<file path="src/shared/bra_pkg.sv">
package bra_pkg;
    // opcodes
    localparam logic [7:0] OP_LATCH_SET = 8'h06;
    localparam logic [7:0] OP_STATUS_RD = 8'h05;
    localparam logic [7:0] OP_BOOT_RD   = 8'h14;
    localparam logic [7:0] OP_BOOT_WR   = 8'h15;
    // boot register layout
    localparam int REG_W        = 32;
    localparam int BOOT_EN_BIT  = 0;
    localparam int DLY_LSB      = 1;
    localparam int DLY_W        = 4;
    localparam int ADDR_LSB     = 8;
    localparam int ADDR_W       = 24;
    // status byte layout
    localparam int STAT_WIP     = 0;
    localparam int STAT_WEL     = 1;
    localparam int STAT_QE      = 6;
    // bit counts
    localparam logic [5:0] OP_BITS   = 6'h08;
    localparam logic [5:0] DATA_BITS = 6'h20;
    // timing
    localparam int CLK_MHZ      = 20;
    localparam int UPDATE_NS    = 2000;
    localparam int UPDATE_CYC   = (UPDATE_NS * CLK_MHZ + 999) / 1000;

    typedef enum logic [2:0] {
        ST_CMD   = 3'b000,
        ST_RD    = 3'b001,
        ST_WR    = 3'b010,
        ST_STAT  = 3'b011,
        ST_LATCH = 3'b100,
        ST_BOOT  = 3'b101,
        ST_SKIP  = 3'b110
    } bra_state_t;
endpackage

</file>
<file path="src/rtl/bra_boot_reg.sv">
`timescale 1ns/1ps
module bra_boot_reg
    import bra_pkg::*;
(
    // clock and reset
    input  wire logic              clk_i,
    input  wire logic              rst_i,
    // serial link pins
    input  wire logic              cs_n_i,
    input  wire logic              sck_i,
    input  wire logic [3:0]        io_i,
    output logic      [3:0]        io_o,
    output logic      [3:0]        io_oe_o,
    // mode and status
    input  wire logic              four_line_command_mode_i,
    input  wire logic              quad_enable_bit_i,
    output logic                   write_in_progress_flag_o,
    output logic                   write_latch_flag_o,
    // boot code memory
    output logic      [ADDR_W-1:0] boot_addr_o,
    input  wire logic [7:0]        mem_data_i,
    // nonvolatile storage
    input  wire logic [REG_W-1:0]  nv_data_i,
    output logic      [REG_W-1:0]  nv_data_o,
    output logic                   nv_we_o
);
    logic [2:0]       sck_s;
    logic [2:0]       cs_s;
    logic [3:0]       io_s1;
    logic [3:0]       io_s2;
    logic             sck_rise;
    logic             sck_fall;
    logic             cs_rise;
    logic             cs_fall;
    logic             sel;
    bra_state_t       state;
    logic [5:0]       cnt;
    logic [5:0]       next_cnt;
    logic [5:0]       step;
    logic [7:0]       op_sr;
    logic [7:0]       next_op;
    logic [REG_W-1:0] dsr;
    logic [REG_W-1:0] pend;
    logic [REG_W-1:0] boot_reg;
    logic [4:0]       pos;
    logic [7:0]       stat_byte;
    logic             wr_go;
    logic             latch_go;
    logic             boot_armed;
    logic [DLY_W-1:0] sess_dly;
    logic [DLY_W-1:0] dly_cnt;
    logic             byte_sent;
    logic [15:0]      timer;

    // pins cross in from the host clock domain
    always_ff @(posedge clk_i) begin
        sck_s <= {sck_s[1:0], sck_i};
        cs_s  <= {cs_s[1:0], cs_n_i};
        io_s1 <= io_i;
        io_s2 <= io_s1;
    end

    assign sck_rise  = sck_s[1] & ~sck_s[2];
    assign sck_fall  = ~sck_s[1] & sck_s[2];
    assign cs_rise   = cs_s[1] & ~cs_s[2];
    assign cs_fall   = ~cs_s[1] & cs_s[2];
    assign sel       = ~cs_s[1];
    assign step      = four_line_command_mode_i ? 6'h04 : 6'h01;
    assign next_cnt  = cnt + step;
    assign next_op   = four_line_command_mode_i ? {op_sr[3:0], io_s2} : {op_sr[6:0], io_s2[0]};
    assign stat_byte = {1'b0, quad_enable_bit_i, 4'h0, write_latch_flag_o,
                        write_in_progress_flag_o};

    // link state machine
    always_ff @(posedge clk_i) begin
        wr_go    <= 1'b0;
        latch_go <= 1'b0;
        if (rst_i) begin
            state      <= ST_CMD;
            cnt        <= 6'h00;
            op_sr      <= 8'h00;
            dsr        <= '0;
            pend       <= '0;
            pos        <= 5'h00;
            io_o       <= 4'h0;
            io_oe_o    <= 4'h0;
            dly_cnt    <= '0;
            byte_sent  <= 1'b0;
            // session copy taken here, later writes wait for next reset
            boot_armed  <= nv_data_i[BOOT_EN_BIT];
            sess_dly    <= nv_data_i[DLY_LSB +: DLY_W];
            boot_addr_o <= nv_data_i[ADDR_LSB +: ADDR_W];
        end else if (cs_rise) begin
            if (state == ST_WR && cnt == DATA_BITS && write_latch_flag_o
                    && !write_in_progress_flag_o) begin
                wr_go <= 1'b1;
                pend  <= {dsr[7:0], dsr[15:8], dsr[23:16], dsr[31:24]};
            end
            if (state == ST_LATCH && !write_in_progress_flag_o) begin
                latch_go <= 1'b1;
            end
            // boot is one-shot once a byte has gone out
            if (state == ST_BOOT && byte_sent) begin
                boot_armed <= 1'b0;
            end
            state   <= ST_CMD;
            cnt     <= 6'h00;
            io_oe_o <= 4'h0;
        end else if (cs_fall && state == ST_CMD && boot_armed) begin
            state     <= ST_BOOT;
            dly_cnt   <= '0;
            pos       <= 5'h00;
            byte_sent <= 1'b0;
        end else if (sel && sck_rise) begin
            case (state)
                ST_CMD: begin
                    op_sr <= next_op;
                    cnt   <= next_cnt;
                    pos   <= 5'h00;
                    if (next_cnt == OP_BITS) begin
                        cnt <= 6'h00;
                        if (next_op == OP_BOOT_RD) begin
                            state <= ST_RD;
                        end else if (next_op == OP_BOOT_WR) begin
                            state <= ST_WR;
                        end else if (next_op == OP_STATUS_RD) begin
                            state <= ST_STAT;
                        end else if (next_op == OP_LATCH_SET) begin
                            state <= ST_LATCH;
                        end else begin
                            state <= ST_SKIP;
                        end
                    end
                end
                ST_WR: begin
                    dsr <= four_line_command_mode_i ? {dsr[27:0], io_s2} : {dsr[30:0], io_s2[0]};
                    // count past 32 marks an overlong write as bad
                    if (cnt <= DATA_BITS) begin
                        cnt <= next_cnt;
                    end
                end
                ST_LATCH: begin
                    state <= ST_SKIP;
                end
                ST_BOOT: begin
                    if (dly_cnt != sess_dly) begin
                        dly_cnt <= dly_cnt + 1'b1;
                    end
                end
                default: begin
                end
            endcase
        end else if (sel && sck_fall) begin
            case (state)
                ST_RD: begin
                    pos <= pos + 5'h01;
                    if (four_line_command_mode_i) begin
                        io_oe_o <= 4'hf;
                        io_o    <= boot_reg[{pos[2:1], ~pos[0], 2'b00} +: 4];
                    end else begin
                        io_oe_o <= 4'h2;
                        io_o    <= {2'b00, boot_reg[{pos[4:3], ~pos[2:0]}], 1'b0};
                    end
                end
                ST_STAT: begin
                    pos <= pos + 5'h01;
                    if (four_line_command_mode_i) begin
                        io_oe_o <= 4'hf;
                        io_o    <= stat_byte[{~pos[0], 2'b00} +: 4];
                    end else begin
                        io_oe_o <= 4'h2;
                        io_o    <= {2'b00, stat_byte[~pos[2:0]], 1'b0};
                    end
                end
                ST_BOOT: begin
                    if (dly_cnt == sess_dly) begin
                        pos <= pos + 5'h01;
                        if (quad_enable_bit_i) begin
                            io_oe_o <= 4'hf;
                            io_o    <= mem_data_i[{~pos[0], 2'b00} +: 4];
                            if (pos[0]) begin
                                boot_addr_o <= boot_addr_o + 1'b1;
                                byte_sent   <= 1'b1;
                            end
                        end else begin
                            io_oe_o <= 4'h2;
                            io_o    <= {2'b00, mem_data_i[~pos[2:0]], 1'b0};
                            if (pos[2:0] == 3'h7) begin
                                boot_addr_o <= boot_addr_o + 1'b1;
                                byte_sent   <= 1'b1;
                            end
                        end
                    end
                end
                default: begin
                end
            endcase
        end
    end

    // update timer, latch and register image
    always_ff @(posedge clk_i) begin
        nv_we_o <= 1'b0;
        if (rst_i) begin
            write_in_progress_flag_o <= 1'b0;
            write_latch_flag_o       <= 1'b0;
            timer                    <= 16'h0000;
            nv_data_o                <= '0;
            // register kept outside, reloaded at each reset
            boot_reg                 <= nv_data_i;
        end else if (write_in_progress_flag_o) begin
            if (timer == 16'h0000) begin
                write_in_progress_flag_o <= 1'b0;
                write_latch_flag_o       <= 1'b0;
                boot_reg                 <= pend;
                nv_data_o                <= pend;
                nv_we_o                  <= 1'b1;
            end else begin
                timer <= timer - 16'h0001;
            end
        end else if (wr_go) begin
            write_in_progress_flag_o <= 1'b1;
            timer                    <= 16'(UPDATE_CYC - 1);
        end else if (latch_go) begin
            write_latch_flag_o <= 1'b1;
        end
    end
endmodule

</file>
<file path="config.mk">
export PLATFORM = sky130hd
export DESIGN_NAME = bra_boot_reg
export DESIGN_NICKNAME = d
export VERILOG_FILES = /design/src/shared/bra_pkg.sv /design/src/rtl/bra_boot_reg.sv
export SDC_FILE = /design/constraint.sdc
export NUM_CORES = 1
export LEC_CHECK = 0
export ABC_AREA = 1
export BUFFER_PORTS_ARGS = -buffer_cell sky130_fd_sc_hd__buf_4
export CORE_MARGIN = 3
export CORE_UTILIZATION = 60
export CTS_CLUSTER_DIAMETER = 200
export DETAILED_ROUTE_END_ITERATION = 12
export PLACE_DENSITY = 0.9
export SLEW_MARGIN = 10
export SYNTH_ARGS = -nofsm -noshare
export SYNTH_HDL_FRONTEND = slang
export SYNTH_SLANG_ARGS = --single-unit
</file>
<file path="constraint.sdc">
create_clock -name clk_i -period 3.2 [get_ports clk_i]
set_input_delay 0 -clock clk_i [delete_from_list [all_inputs] [get_ports clk_i]]
set_output_delay 0 -clock clk_i [all_outputs]
set_load 0.01 [all_outputs]
</file>
==> results.rst <==
.. list-table::
   :header-rows: 1

   * - Metric
     - Value
   * - Result of the run
     - complete, no violations
   * - Combinational family with the most area after synthesis
     - simple AND/OR/NAND/NOR gates
   * - Fraction of the mapped netlist area in adder cells
     - 0.0108
   * - Initial antenna violation count
     - 0
   * - Most frequently used flop master after synthesis
     - sky130_fd_sc_hd__dfxtp_1
   * - Via density per instance
     - just under 6
   * - Latest clock arrival within the worst-skew pair
     - about 530 ps
   * - Arrival time reported for the critical path endpoint
     - approximately 3000 ps
   * - Kind of end point of the critical path
     - flop
   * - Vertical extent of the die
     - approximately 140 um
   * - Router iterations before antenna repair
     - 6
   * - CTS HTree Levels
     - 1
   * - Hold Fails Final Rpt
     - 0
   * - Top delay family on crit path
     - simple AND/OR/NAND/NOR gates
   * - Cell count after synthesis
     - about 1,400
   * - Die extent in x
     - approximately 140 um
   * - Iteration-0 DRC Markers
     - 1,452
   * - Cell Count Post-Placement
     - around 1,700
   * - Post-CTS setup buffers
     - 0
   * - Final wirelength
     - between 30,000 and 40,000 um
   * - Top post-synthesis cells by area
     - sky130_fd_sc_hd__dfxtp_1, sky130_fd_sc_hd__edfxtp_1, sky130_fd_sc_hd__nand2_1
   * - Max Cap Viol
     - 0
   * - Worst hold-check slack
     - 112 ps
   * - Input/output buffers
     - between 100 and 150
   * - Area of the mapped netlist
     - around 0.010 mm2
   * - Clock-pin transition on the worst setup and hold timing paths
     - roughly 60 ps
   * - Number of buffers inserted during clock tree synthesis
     - 23
   * - Hold Crit Class
     - in2reg
   * - Proportion of layout cells with a drive suffix above 1
     - 0.121
   * - Highest-delay cell along the critical path
     - sky130_fd_sc_hd__nor2_1
   * - Cell area after placement
     - roughly 0.011 mm2
   * - Logic depth of the worst setup path including buffers
     - 9
   * - Fill cell count
     - ~1,200
   * - Detailed-route DRC error count
     - 0
   * - Worst ir drop on vdd
     - around 0.41 mV
   * - CTS Root Cell
     - sky130_fd_sc_hd__clkbuf_16
   * - Reg-to-reg critical path startpoint
     - pos[2]$_SDFFE_PP0P_
   * - Most common library cell in the layout ignoring fill and taps
     - sky130_fd_sc_hd__nand2_1
   * - Sequential cell area fraction in the yosys report
     - 0.486
   * - Multi-input logic area
     - around 0.0045 mm2
   * - Number of enable flip-flop cells after synthesis
     - between 60 and 70
   * - Number of nets in the final layout
     - 1,577
   * - Io pins
     - roughly 120
   * - Worst-case clock skew
     - 11.1 ps
   * - PwrDens
     - 498 mW/mm2
   * - Number of different library cells in the post-synthesis netlist
     - 43
   * - Setup total negative slack
     - 0 ps
   * - Pin slew with the least headroom to its limit
     - about 870 ps
   * - CP Data Required Time
     - ~3600 ps
   * - Area growth syn-to-layout
     - 21.0%
   * - Cell-by-cell listing of the critical path
     - inv_1 -> nor2_1 -> nand3_1 -> nand3_1 -> o21bai_1 -> nand2_1 -> nand2_1 -> a21oi_1 -> dlygate4sd3_1
   * - Wl on met1
     - approximately 12,000 um
   * - Via count of the first global-routing pass
     - 9,678
   * - Total die area
     - ~0.019 mm2
   * - Wire length of the first global-routing pass
     - between 40,000 and 50,000 um
   * - Maximum clock path buffer count
     - 3
   * - WL met2
     - around 14,000 um
   * - CTS tree
     - built
   * - Unrepaired setup endpoints after global routing
     - false
   * - Cell taking the most area after synthesis
     - sky130_fd_sc_hd__dfxtp_1
   * - Total grt overflow
     - 0
   * - Compound-gate portion of the synthesized area
     - 0.173
   * - Total track usage
     - 0.309
   * - Number of antenna-violating nets in the routed design
     - 0
   * - Synth warn
     - 0
   * - Top-area cell type share of the netlist area
     - 0.312
   * - Static Leakage
     - ~5.7 nW
   * - Pin count of the biggest net entering global routing
     - ~70
   * - Sink count of the clock tree
     - ~220
   * - Post-Syn Area per Cell
     - ~7.6 um2
   * - Cell row count
     - 47
   * - Largest fanout on the critical path
     - 11
   * - Number of cells on the worst reg-to-reg path
     - 9
   * - Non-Filler Instances
     - around 1,800
   * - Total core area
     - between 0.015 and 0.02 mm2
   * - Rel. slew slack
     - 0.417
   * - WP buf/inv
     - 2
   * - Worst Setup Path Type
     - reg2reg
   * - Leading cell types in the layout, fill and taps excluded
     - sky130_fd_sc_hd__nand2_1, sky130_fd_sc_hd__dfxtp_1, sky130_fd_sc_hd__inv_1, sky130_fd_sc_hd__o21ai_0, sky130_fd_sc_hd__buf_4
   * - Utilization after layout
     - 0.753
   * - Capturing element of the worst setup path
     - io_o[0]$_SDFFE_PP0P_
   * - Critical path startpoint category
     - flop
   * - Worst reg-to-reg setup slack
     - 560 ps
   * - Tmin final
     - ~2600 ps
   * - Placed wire-length estimate after detailed placement
     - around 20,000 um
   * - Number of synthesized register bits
     - 224
   * - Placer congestion estimate
     - ~0.9
   * - Area share of and/or/nand/nor cells after synthesis
     - 0.235
   * - Fraction of synthesized area in multiplexers
     - 0
   * - Area used by sequential logic in the layout
     - about 0.005 mm2
   * - Ant. Diodes
     - 0
   * - CP startpoint
     - pos[2]$_SDFFE_PP0P_
   * - Crit share post-route
     - 0.826
   * - Delay of the slowest critical-path stage
     - about 580 ps
   * - Avg WL per Cell
     - ~18 um
   * - Area share of xor/xnor cells in the synthesized design
     - 0.0109
   * - Met3 wire length
     - just under 3000 um
   * - # setup viols final
     - 0
   * - Effective utilization at floorplan
     - 0.623
   * - Via Count
     - 10,421
   * - Highest Clock Rate
     - around 0.38 GHz
   * - Terminus of the critical flop-to-flop path
     - io_o[0]$_SDFFE_PP0P_
   * - Final Max Slew Viols
     - 0
   * - Syn nets
     - ~1,400
   * - Ys async rst share
     - 0
   * - Highest routed layer
     - met4
   * - Final instance area
     - between 0.01 and 0.015 mm2
## layer usage
| metal | vias up | global-route usage |
|---|---|---|
| li1 | 4847 | - |
| met1 | 4730 | 0.411 |
| met2 | 692 | 0.502 |
| met3 | 152 | 0.0525 |
| met4 | 0 | 0.133 |
| met5 | - | 0 |
## timing repair
action / CTS / global route
setup endpoints to repair: 0 / 0
hold buffers: 49 / 0
endpoints found under the hold margin: 113 / 0
resized for setup: 0 / 0
## worst reg2reg max path, stage by stage (launching register included)
cell and delay, ps:
sky130_fd_sc_hd__dfxtp_1 430, sky130_fd_sc_hd__inv_1 220, sky130_fd_sc_hd__nor2_1 580, sky130_fd_sc_hd__nand3_1 240, sky130_fd_sc_hd__nand3_1 160, sky130_fd_sc_hd__o21bai_1 130, sky130_fd_sc_hd__nand2_1 70, sky130_fd_sc_hd__nand2_1 70
sky130_fd_sc_hd__a21oi_1 60, sky130_fd_sc_hd__dlygate4sd3_1 560
## area by class of cell
type                    count  share of cell area
clock buffers              29              0.0520
clock inverters            13             0.00948
inverters                 157              0.0466
multi-input cells         938               0.355
flip-flops and latches    224               0.402
well taps                 220              0.0217
repair buffers            174               0.113
## cell families (layout without fill, tap and decap cells)
family,count (synthesis),after routing
xor gates and xnor gates,13,13
buffers and inverters,218,373
and+or+nand+nor,597,597
AOI/OAI and AO/OA,319,319
DFF,224,224
adders and majority gates,9,9
## worst min-delay path by stage
stage | to | from | cells after the start
floorplan | cs_s[0]$_DFF_P_ | cs_n_i | 0
global placement | sck_s[0]$_DFF_P_ | sck_i | 1
detailed placement | io_s1[0]$_DFF_P_ | io_i[0] | 1
CTS | io_o[1]$_SDFFE_PP0P_ | mem_data_i[5] | 9
global route | io_s1[1]$_DFF_P_ | io_i[1] | 2
finish | io_o[1]$_SDFFE_PP0P_ | mem_data_i[5] | 9
## through the flow
step / total power (W) / setup WS, ps
2_1_floorplan: 0.00337 / 1180
3_3_place_gp: 0.00354 / 1050
3_5_place_dp: 0.00355 / 946
4_1_cts: 0.00629 / 640
5_1_grt: 0.00649 / 452
6_report: 0.00631 / 556
## Yosys cell counts (2+ instances only)
library cell,number
sky130_fd_sc_hd__ha_1,9
sky130_fd_sc_hd__o2111ai_1,2
sky130_fd_sc_hd__clkinv_1,2
sky130_fd_sc_hd__buf_2,13
sky130_fd_sc_hd__edfxtp_1,61
sky130_fd_sc_hd__o31ai_1,4
sky130_fd_sc_hd__nor3_1,17
sky130_fd_sc_hd__o21ai_1,12
sky130_fd_sc_hd__buf_1,5
sky130_fd_sc_hd__a21oi_1,83
sky130_fd_sc_hd__a31oi_1,32
sky130_fd_sc_hd__inv_1,150
sky130_fd_sc_hd__or2_2,2
sky130_fd_sc_hd__a22o_1,32
sky130_fd_sc_hd__nor4_1,7
sky130_fd_sc_hd__nor2_1,104
sky130_fd_sc_hd__dfxtp_1,163
sky130_fd_sc_hd__inv_2,4
sky130_fd_sc_hd__o21ai_0,144
sky130_fd_sc_hd__nor2_4,3
sky130_fd_sc_hd__o21bai_1,3
sky130_fd_sc_hd__buf_6,4
sky130_fd_sc_hd__nand2_1,381
sky130_fd_sc_hd__clkbuf_1,34
sky130_fd_sc_hd__nand2_2,2
sky130_fd_sc_hd__nand3b_1,4
sky130_fd_sc_hd__buf_4,5
sky130_fd_sc_hd__a21boi_0,2
sky130_fd_sc_hd__nand4_1,11
sky130_fd_sc_hd__nand3_1,59
sky130_fd_sc_hd__xnor2_1,3
sky130_fd_sc_hd__xor2_1,10
sky130_fd_sc_hd__nor2_2,3
## power by group
part / internal (W) / leakage (nW) / switching [W] / total (W)
sequential: 0.00299 / 1.93 / 0.0000616 / 0.00306
clock: 0.00156 / 0.380 / 0.00118 / 0.00274
combinational: 0.000199 / 3.34 / 0.000314 / 0.000513
total: 0.00476 / 5.66 / 0.00155 / 0.00631
Power figures use the tool's default switching activity.
